===== config.mk =====
export PLATFORM = sky130hd
export DESIGN_NAME = ulfmc_ctrl
export DESIGN_NICKNAME = d
export VERILOG_FILES = /design/src/ulfmc_pkg.sv /design/src/ulfmc_ctrl.sv
export SDC_FILE = /design/constraint.sdc
export NUM_CORES = 1
export LEC_CHECK = 0
export BUFFER_PORTS_ARGS = -buffer_cell sky130_fd_sc_hd__buf_2
export CORE_UTILIZATION = 61
export CTS_CLUSTER_SIZE = 12
export DETAILED_ROUTE_END_ITERATION = 6
export PLACE_DENSITY = 0.85
export SLEW_MARGIN = 25
export SYNTH_ARGS = -nofsm -noshare
export SYNTH_HDL_FRONTEND = slang
export SYNTH_SLANG_ARGS = --single-unit

===== constraint.sdc =====
create_clock -name core_clk -period 11.9 [get_ports core_clk]
set_input_delay 1.785 -clock core_clk [delete_from_list [all_inputs] [get_ports core_clk]]
set_output_delay 1.785 -clock core_clk [all_outputs]
set_load 0.005 [all_outputs]

===== src/ulfmc_pkg.sv =====
package ulfmc_pkg;
    // Register indices on the plain register port (byte addresses)
    localparam logic [3:0] ADDR_DATA = 4'h0;
    localparam logic [3:0] ADDR_ISR = 4'h2;
    localparam logic [3:0] ADDR_FCR = 4'h2;
    localparam logic [3:0] ADDR_LCR = 4'h3;
    localparam logic [3:0] ADDR_MCR = 4'h4;
    localparam logic [3:0] ADDR_STAT = 4'h8;
    localparam logic [3:0] ADDR_EFR = 4'h9;
    localparam logic [3:0] ADDR_FEATURE_CONTROL_REG = 4'hA;
    localparam logic [3:0] ADDR_TRG = 4'hB;
    localparam logic [3:0] ADDR_GPIO_IRQ_ENABLE_REG = 4'hC;
    localparam logic [3:0] ADDR_FIFOLVL = 4'hD;
    localparam logic [3:0] ADDR_DIVL = 4'hE;
    localparam logic [3:0] ADDR_DIVM = 4'hF;
    localparam logic [7:0] RESET_BYTE = 8'h00;
    // fifo_control fields
    localparam int FC_EN = 0;
    localparam int FC_RXRST = 1;
    localparam int FC_TXRST = 2;
    localparam int FC_WAKE = 3;
    localparam int FC_TXT_LO = 4;
    localparam int FC_RXT_LO = 6;
    // line_control fields
    localparam int LC_BRK = 6;
    localparam int LC_DLAB = 7;
    localparam int LC_PEN = 3;
    localparam int LC_EPS = 4;
    localparam int LC_STICK = 5;
    localparam int LC_STB = 2;
    // modem_control fields
    localparam int MC_DTR = 0;
    localparam int MC_RTS = 1;
    localparam int MC_GPSEL = 2;
    localparam int MC_OUT2 = 3;
    localparam int MC_LOOP = 4;
    localparam int MC_ANY = 5;
    localparam int MC_IR = 6;
    localparam int MC_PRESC = 7;
    localparam int EFR_ENH = 4;
    localparam int FEATURE_CONTROL_REG_TBL_LO = 4;
    localparam int FEATURE_CONTROL_REG_TRG_TX = 7;
    localparam logic [1:0] PRESC_DIV4 = 2'h3;
    typedef enum logic [1:0] {
        ULFMC_TBL_A = 2'b00,
        ULFMC_TBL_B = 2'b01,
        ULFMC_TBL_C = 2'b10,
        ULFMC_TBL_D = 2'b11
    } ulfmc_tbl_t;
    typedef enum logic [1:0] {
        ULFMC_STOP_1 = 2'b00,
        ULFMC_STOP_1H = 2'b01,
        ULFMC_STOP_2 = 2'b10
    } ulfmc_stop_t;
    typedef enum logic [2:0] {
        ULFMC_PAR_NONE = 3'b000,
        ULFMC_PAR_ODD = 3'b001,
        ULFMC_PAR_EVEN = 3'b010,
        ULFMC_PAR_MARK = 3'b011,
        ULFMC_PAR_SPACE = 3'b100
    } ulfmc_par_t;
endpackage


===== src/ulfmc_ctrl.sv =====
`timescale 1ns/1ps
module ulfmc_ctrl
    import ulfmc_pkg::*;
#(
    parameter int LVL_W = 8
) (
    input wire logic core_clk,
    input wire logic arst_n,
    input wire logic [3:0] reg_addr,
    input wire logic [7:0] reg_wdata,
    input wire logic reg_wr,
    input wire logic reg_rd,
    output logic [7:0] reg_rdata,
    input wire logic [LVL_W-1:0] rx_count,
    input wire logic [LVL_W-1:0] tx_count,
    input wire logic tx_reload,
    input wire logic gpio_irq_pending,
    input wire logic rx_char_valid,
    input wire logic rx_char_is_flow,
    input wire logic sw_flow_active,
    input wire logic tx_ser_raw,
    input wire logic tx_ser_ir,
    output logic tx_serial,
    output logic rx_fifo_reset,
    output logic tx_fifo_reset,
    output logic rx_store,
    output logic tx_resume,
    output logic rx_irq,
    output logic tx_irq,
    output logic wake_irq_en,
    output logic [LVL_W-1:0] rx_trigger,
    output logic [LVL_W-1:0] tx_trigger,
    output logic [1:0] word_len,
    output ulfmc_stop_t stop_mode,
    output ulfmc_par_t parity_mode,
    output logic dtr_n_out,
    output logic rts_n_out,
    output logic gpio_mode,
    output logic loop_en,
    output logic loop_ring,
    output logic loop_aux_two_n,
    output logic ir_en,
    output logic [1:0] presc_div_m1,
    output logic [15:0] baud_divisor
);
    ////////////////////////////////////////////////////////////////////
    logic rst_s1_q;
    logic rst_n_q;
    always_ff @(posedge core_clk or negedge arst_n) begin
        if (!arst_n) begin
            rst_s1_q <= 1'b0;
            rst_n_q <= 1'b0;
        end else begin
            rst_s1_q <= 1'b1;
            rst_n_q <= rst_s1_q;
        end
    end

    ////////////////////////////////////////////////////////////////////
    logic [7:0] fcr_q;
    logic [7:0] lcr_q;
    logic [7:0] mcr_q;
    logic [7:0] efr_q;
    logic [7:0] feature_control_reg_q;
    logic [7:0] trg_rx_q;
    logic [7:0] trg_tx_q;
    logic [7:0] gpio_irq_enable_reg_q;
    logic [7:0] divl_q;
    logic [7:0] divm_q;
    logic [1:0] tbl_q;
    logic wr_fcr;
    logic enh;
    assign enh = efr_q[EFR_ENH];
    assign wr_fcr = reg_wr && reg_addr == ADDR_FCR;

    always_ff @(posedge core_clk or negedge rst_n_q) begin
        if (!rst_n_q) begin
            fcr_q <= RESET_BYTE;
        end else if (wr_fcr) begin
            fcr_q[FC_EN] <= reg_wdata[FC_EN];
            if (reg_wdata[FC_EN]) begin
                fcr_q[7:6] <= reg_wdata[7:6];
                if (enh) begin
                    fcr_q[FC_WAKE] <= reg_wdata[FC_WAKE];
                    fcr_q[5:4] <= reg_wdata[5:4];
                end
            end
        end
    end

    // Table choice comes only from the feature control register; fifo_control never sets it
    always_ff @(posedge core_clk or negedge rst_n_q) begin
        if (!rst_n_q) begin
            tbl_q <= ULFMC_TBL_A;
        end else if (reg_wr && reg_addr == ADDR_FEATURE_CONTROL_REG) begin
            tbl_q <= reg_wdata[FEATURE_CONTROL_REG_TBL_LO +: 2];
        end
    end

    always_ff @(posedge core_clk or negedge rst_n_q) begin
        if (!rst_n_q) begin
            rx_fifo_reset <= 1'b0;
            tx_fifo_reset <= 1'b0;
        end else begin
            // One-cycle pulse, so the control bit reads back cleared
            rx_fifo_reset <= wr_fcr && reg_wdata[FC_EN] && reg_wdata[FC_RXRST];
            tx_fifo_reset <= wr_fcr && reg_wdata[FC_EN] && reg_wdata[FC_TXRST];
        end
    end

    always_ff @(posedge core_clk or negedge rst_n_q) begin
        if (!rst_n_q) begin
            lcr_q <= RESET_BYTE;
            mcr_q <= RESET_BYTE;
            efr_q <= RESET_BYTE;
            feature_control_reg_q <= RESET_BYTE;
            trg_rx_q <= RESET_BYTE;
            trg_tx_q <= RESET_BYTE;
            gpio_irq_enable_reg_q <= RESET_BYTE;
            divl_q <= RESET_BYTE;
            divm_q <= RESET_BYTE;
        end else if (reg_wr) begin
            case (reg_addr)
                ADDR_LCR: lcr_q <= reg_wdata;
                ADDR_MCR: begin
                    mcr_q[4:0] <= reg_wdata[4:0];
                    // Enhanced-only bits hold their value without the gate
                    if (enh) begin
                        mcr_q[7:5] <= reg_wdata[7:5];
                    end
                end
                ADDR_EFR: efr_q <= reg_wdata;
                ADDR_FEATURE_CONTROL_REG: feature_control_reg_q <= reg_wdata;
                ADDR_TRG: begin
                    if (feature_control_reg_q[FEATURE_CONTROL_REG_TRG_TX]) begin
                        trg_tx_q <= reg_wdata;
                    end else begin
                        trg_rx_q <= reg_wdata;
                    end
                end
                ADDR_GPIO_IRQ_ENABLE_REG: gpio_irq_enable_reg_q <= reg_wdata;
                // Direct divisor access, independent of the line control mapping
                ADDR_DIVL: divl_q <= reg_wdata;
                ADDR_DIVM: divm_q <= reg_wdata;
                ADDR_DATA: begin
                    if (lcr_q[LC_DLAB]) begin
                        divl_q <= reg_wdata;
                    end
                end
                ADDR_DATA + 4'h1: begin
                    if (lcr_q[LC_DLAB]) begin
                        divm_q <= reg_wdata;
                    end
                end
                default: begin
                end
            endcase
        end
    end

    ////////////////////////////////////////////////////////////////////
    // Trigger levels
    logic [7:0] rx_lvl;
    logic [7:0] tx_lvl;
    always_comb begin
        rx_lvl = 8'h01;
        tx_lvl = 8'h01;
        case (tbl_q)
            ULFMC_TBL_A: begin
                case (fcr_q[FC_RXT_LO +: 2])
                    2'h0: rx_lvl = 8'h01;
                    2'h1: rx_lvl = 8'h04;
                    2'h2: rx_lvl = 8'h08;
                    default: rx_lvl = 8'h0E;
                endcase
                tx_lvl = 8'h01;
            end
            ULFMC_TBL_B: begin
                case (fcr_q[FC_RXT_LO +: 2])
                    2'h0: rx_lvl = 8'h08;
                    2'h1: rx_lvl = 8'h10;
                    2'h2: rx_lvl = 8'h18;
                    default: rx_lvl = 8'h1C;
                endcase
                case (fcr_q[FC_TXT_LO +: 2])
                    2'h0: tx_lvl = 8'h10;
                    2'h1: tx_lvl = 8'h08;
                    2'h2: tx_lvl = 8'h18;
                    default: tx_lvl = 8'h1E;
                endcase
            end
            ULFMC_TBL_C: begin
                case (fcr_q[FC_RXT_LO +: 2])
                    2'h0: rx_lvl = 8'h08;
                    2'h1: rx_lvl = 8'h10;
                    2'h2: rx_lvl = 8'h38;
                    default: rx_lvl = 8'h3C;
                endcase
                case (fcr_q[FC_TXT_LO +: 2])
                    2'h0: tx_lvl = 8'h08;
                    2'h1: tx_lvl = 8'h10;
                    2'h2: tx_lvl = 8'h20;
                    default: tx_lvl = 8'h38;
                endcase
            end
            default: begin
                rx_lvl = trg_rx_q;
                tx_lvl = trg_tx_q;
            end
        endcase
    end

    // Transmit trigger arms only once a reload pushes the count above it
    logic tx_filled_q;
    logic [LVL_W-1:0] tx_prev_q;
    always_ff @(posedge core_clk or negedge rst_n_q) begin
        if (!rst_n_q) begin
            rx_trigger <= '0;
            tx_trigger <= '0;
            rx_irq <= 1'b0;
            tx_irq <= 1'b0;
            tx_filled_q <= 1'b0;
            tx_prev_q <= '0;
        end else begin
            rx_trigger <= LVL_W'(rx_lvl);
            tx_trigger <= LVL_W'(tx_lvl);
            tx_prev_q <= tx_count;
            rx_irq <= fcr_q[FC_EN] && rx_count >= LVL_W'(rx_lvl);
            if (tx_reload) begin
                tx_filled_q <= tx_count > LVL_W'(tx_lvl);
            end
            tx_irq <= fcr_q[FC_EN] && ((tx_filled_q && tx_count < LVL_W'(tx_lvl)
                && tx_prev_q >= LVL_W'(tx_lvl))
                || (!tx_filled_q && tx_count == '0));
        end
    end

    ////////////////////////////////////////////////////////////////////
    // Line and modem outputs
    always_ff @(posedge core_clk or negedge rst_n_q) begin
        if (!rst_n_q) begin
            word_len <= 2'h0;
            stop_mode <= ULFMC_STOP_1;
            parity_mode <= ULFMC_PAR_NONE;
            tx_serial <= 1'b1;
            dtr_n_out <= 1'b1;
            rts_n_out <= 1'b1;
            gpio_mode <= 1'b0;
            loop_en <= 1'b0;
            loop_ring <= 1'b0;
            loop_aux_two_n <= 1'b1;
            ir_en <= 1'b0;
            presc_div_m1 <= 2'h0;
            baud_divisor <= 16'h0000;
            wake_irq_en <= 1'b0;
        end else begin
            word_len <= lcr_q[1:0];
            if (!lcr_q[LC_STB]) begin
                stop_mode <= ULFMC_STOP_1;
            end else if (lcr_q[1:0] == 2'h0) begin
                stop_mode <= ULFMC_STOP_1H;
            end else begin
                stop_mode <= ULFMC_STOP_2;
            end
            if (!lcr_q[LC_PEN]) begin
                parity_mode <= ULFMC_PAR_NONE;
            end else if (lcr_q[LC_STICK]) begin
                parity_mode <= lcr_q[LC_EPS] ? ULFMC_PAR_SPACE : ULFMC_PAR_MARK;
            end else begin
                parity_mode <= lcr_q[LC_EPS] ? ULFMC_PAR_EVEN : ULFMC_PAR_ODD;
            end
            if (lcr_q[LC_BRK]) begin
                tx_serial <= 1'b0;
            end else begin
                tx_serial <= mcr_q[MC_IR] ? tx_ser_ir : tx_ser_raw;
            end
            dtr_n_out <= !mcr_q[MC_DTR];
            rts_n_out <= !mcr_q[MC_RTS];
            gpio_mode <= mcr_q[MC_GPSEL] && !mcr_q[MC_LOOP];
            loop_ring <= mcr_q[MC_GPSEL] && mcr_q[MC_LOOP];
            loop_en <= mcr_q[MC_LOOP];
            loop_aux_two_n <= !mcr_q[MC_OUT2];
            ir_en <= mcr_q[MC_IR];
            presc_div_m1 <= mcr_q[MC_PRESC] ? PRESC_DIV4 : 2'h0;
            baud_divisor <= {divm_q, divl_q};
            wake_irq_en <= fcr_q[FC_WAKE];
        end
    end

    always_ff @(posedge core_clk or negedge rst_n_q) begin
        if (!rst_n_q) begin
            tx_resume <= 1'b0;
            rx_store <= 1'b0;
        end else begin
            tx_resume <= mcr_q[MC_ANY] && rx_char_valid;
            rx_store <= rx_char_valid && !(rx_char_is_flow && sw_flow_active);
        end
    end

    ////////////////////////////////////////////////////////////////////
    // Read port
    logic isr7;
    logic isr6;
    assign isr7 = fcr_q[FC_EN];
    assign isr6 = isr7 ^ (gpio_irq_pending && |gpio_irq_enable_reg_q);

    always_ff @(posedge core_clk or negedge rst_n_q) begin
        if (!rst_n_q) begin
            reg_rdata <= RESET_BYTE;
        end else if (reg_rd) begin
            case (reg_addr)
                ADDR_ISR: reg_rdata <= {isr7, isr6, 6'h01};
                ADDR_LCR: reg_rdata <= lcr_q;
                ADDR_MCR: reg_rdata <= mcr_q;
                ADDR_STAT: reg_rdata <= {tx_irq, rx_irq, tbl_q, fcr_q[FC_WAKE], 3'h0};
                ADDR_EFR: reg_rdata <= efr_q;
                ADDR_FEATURE_CONTROL_REG: reg_rdata <= feature_control_reg_q;
                ADDR_GPIO_IRQ_ENABLE_REG: reg_rdata <= gpio_irq_enable_reg_q;
                ADDR_FIFOLVL: reg_rdata <= 8'(rx_count);
                ADDR_DIVL: reg_rdata <= divl_q;
                ADDR_DIVM: reg_rdata <= divm_q;
                default: reg_rdata <= RESET_BYTE;
            endcase
        end else begin
            reg_rdata <= RESET_BYTE;
        end
    end

    ////////////////////////////////////////////////////////////////////
    AST_ISR7: assert property (@(posedge core_clk) disable iff (!rst_n_q)
        reg_rd && reg_addr == ADDR_ISR |=> reg_rdata[7] == $past(fcr_q[FC_EN]))
        else $error("status bit 7 does not follow FIFO enable");
    AST_ISR6: assert property (@(posedge core_clk) disable iff (!rst_n_q)
        reg_rd && reg_addr == ADDR_ISR && !gpio_irq_pending
        |=> reg_rdata[6] == reg_rdata[7])
        else $error("status bit 6 differs from bit 7 with no GPIO event");
    AST_FEN: assert property (@(posedge core_clk) disable iff (!rst_n_q)
        wr_fcr && !reg_wdata[FC_EN] |=> fcr_q == {$past(fcr_q[7:1]), 1'b0})
        else $error("FIFO control bits changed while enable written low");
    AST_RST1: assert property (@(posedge core_clk) disable iff (!rst_n_q)
        rx_fifo_reset |=> !rx_fifo_reset || $past(wr_fcr, 1))
        else $error("receive FIFO reset did not self-clear");
    AST_WAKE: assert property (@(posedge core_clk) disable iff (!rst_n_q)
        wr_fcr && !enh |=> $stable(fcr_q[FC_WAKE]))
        else $error("wake enable changed without enhanced enable");
    AST_BRK: assert property (@(posedge core_clk) disable iff (!rst_n_q)
        lcr_q[LC_BRK] |=> !tx_serial)
        else $error("break did not hold serial output low");
    AST_DTR: assert property (@(posedge core_clk) disable iff (!rst_n_q)
        ##1 dtr_n_out == !$past(mcr_q[MC_DTR]))
        else $error("terminal-ready output not inverted from control");
    AST_STOP: assert property (@(posedge core_clk) disable iff (!rst_n_q)
        lcr_q[LC_STB] && lcr_q[1:0] == 2'h0 |=> stop_mode == ULFMC_STOP_1H)
        else $error("5-bit words did not get one and a half stops");
endmodule


==> metrics.cfg <==
[timing]
hold_violations = 0
setup_viol = 0
maxSlewViolCount = 0
fin_skew_ns = 0.0112
worst_pin_slew_ns = 0.844
rsz0062_at_grt = false
relSlewSlack_pct = 43.7
max_freq_mhz = 309
period_share_pct = 27.2
setup_tns_ns = 0
fin_crit_ns = 3.23

[routing]
drtIter0Drc = 263
drtPass1Iterations = 6
vias_per_cell = 5.99
vias = 4739
wl_um = 16900
avgRoutedWirePerCell_um = 21.4
drc = 0
drtAntennaViolNets = 0

[floorplanning]
die_height_um = 108
fp.dieArea_um2 = 11600
row_count = 38
die_x_um = 108
ioPinCount = 103
start_util_pct = 62.7
core-area_um2 = 10900

[logic_synthesis]
synth_nets = 614
yosysSeqAreaShare_pct = 55.8
syn-mean-instance-area_um2 = 12.5
synth_top_area_share_pct = 54.2
synthTopCellsByArea = dfrtp_1, mux2_2, ha_1
synth-warning-count = 0
synth_edf_count = 0
synth_common_cells = dfrtp_1, mux2_2, nand2_1
ys_ff_latch = 152
synth.distinct_cells = 71
synth-async-reset-ratio_pct = 100
netlist_area_um2 = 6830
yosysMostFrequentCell = dfrtp_1
synth_flop_cell = dfrtp_1
syn_inst = 545
yosys.area.top_type = dfrtp_1

[cts]
path_clk_slew_ns = 0.07
cts.htree.levels = 4
cts_sinks = 152
cts_hold_buf = 0
ctsResizeCount = 0
cts_root_buf = clkbuf_8
numCtsBuffers = 17
worstSkewPairLatency_ns = 0.53
clockBufferDepth = 2
post-cts-setup-buffers = 0
cts_tree = done

[critical_path]
worstReg2RegStart = feature_control_reg_q[5]$_DFFE_PN0P_
ff2ff_setup_slack_ns = 9.11
cp-start-kind = input pin
r2r_cells = 7
critPathCaptureType = register
r2r_end = rx_irq$_DFF_PN0_
worstPathRequired_ns = 12.31
critPathKind = in -> reg
critPathLaunch = reg_addr[1]
worstPathArrival_ns = 3.64
cp_max_fo = 32

[global_route]
grt.total_usage_pct = 30.9
antenna_found_initial = 1
grt_use_met1_pct = 35.9
grt-busiest-layer = met2
grt.met3_usage_pct = 8.35
grt_pass1_vias = 4867
grt_max_degree = 80
grtUsageMet2_pct = 51.5
grt_pass1_wl_um = 25800
grt_overflow_total = 0

[job]
cap_violations = 0

[min_path]
hp-class = reg -> async

[layout]
nNetsFinal = 707
multi_input_area_um2 = 2740
drive_gt1_share_pct = 37.0
post-route-cell-area_um2 = 7980
antennaDiodeCount = 0
final_cells = 791
seqCellArea_um2 = 3810
n_fill_cell = 727
syn2layout_area_growth_pct = 16.8
largest-register = baud_divisor
largest_reg_flops = 16

[placed_design]
hpwl_um = 11100
place_congestion = 0.918
place_area_um2 = 7350
placedCellCount = 758
io_buffer_count = 102

[power]
power_leakage_nw = 3.93
peakVddDrop_mv = 0.122
p_per_area_nw_per_um2 = 192

[status]
status = finished, final reports clean

layout make-up:
type	instances	area share [%]
inverter	28	1.32
multi-input combinational	335	34.4
clock buffer	21	5.63
timing repair buffer	104	6.84
sequential	152	47.8
clock inverter	11	1.85
tap	140	2.20
cell usage in the layout (no fill, tap or decap), types with 4 or more instances in the layout:
cell type and n:
a21o_1 4, a21oi_1 17, a221oi_1 4, a31oi_1 5, a32o_1 4, and2_1 8, and3_1 7, buf_2 102
clkbuf_16 16, clkinvlp_4 4, dfrtp_1 147, dfstp_2 4, ha_1 30, inv_1 28, mux2_2 71, mux2_4 12
mux2i_1 7, nand2_1 36, nand2b_1 10, nand3_1 12, nor2_1 16, nor2b_1 6, o21a_1 4, o21ai_0 18
o22ai_1 4
worst max-delay path, cell delays in order:
cell	delay [ns]
buf_2	0.53
nand2b_2	0.24
nor3_4	0.24
and3_1	0.41
nand2_4	0.11
mux2_4	0.31
worst max-delay path by stage:
stage / slack [ns] / to
floorplan: 7.36 / baud_divisor[0]$_DFF_PN0_
global placement: 8.35 / divm_q[2]$_DFFE_PN0P_
detailed placement: 8.22 / fcr_q[5]$_DFFE_PN0P_
CTS: 8.75 / fcr_q[5]$_DFFE_PN0P_
global route: 8.63 / fcr_q[5]$_DFFE_PN0P_
finish: 8.67 / fcr_q[5]$_DFFE_PN0P_
through the flow:
step           hold slack [ns]  util, %  setup WS (ns)  total power [mW]
6_report                 0.269     73.3           8.67              1.53
5_1_grt                  0.297     73.3           8.63              1.60
4_1_cts                  0.362     73.0           8.75              1.53
3_5_place_dp             0.336     67.5           8.22             0.980
3_3_place_gp             0.338     67.5           8.35             0.960
2_1_floorplan            0.331        -           7.36             0.864
routing by layer:
layer	vias to the layer above	share of wire, %
li1	2101	-
met5	-	0
met2	218	51
met4	0	4.7
met3	61	6.3
met1	2359	38
logic make-up after synthesis:
kind of cell	after synthesis	share of synthesized area, %
flops	152	55.8
simple gates	129	10.7
mux	90	15.4
compound gates	82	8.08
buf+inv	58	4.12
fa+ha+maj	31	5.64
xor+xnor	2	0.256
other cells	1	0.0549
power breakdown:
part / total, mW / leakage [nW] / internal, mW / switching [mW]
logic: 0.276 / 1.74 / 0.141 / 0.134
registers: 0.708 / 1.90 / 0.626 / 0.0820
clock network: 0.544 / 0.281 / 0.331 / 0.213
total: 1.53 / 3.93 / 1.10 / 0.429
Note: power is estimated with default switching activity, not from simulation.
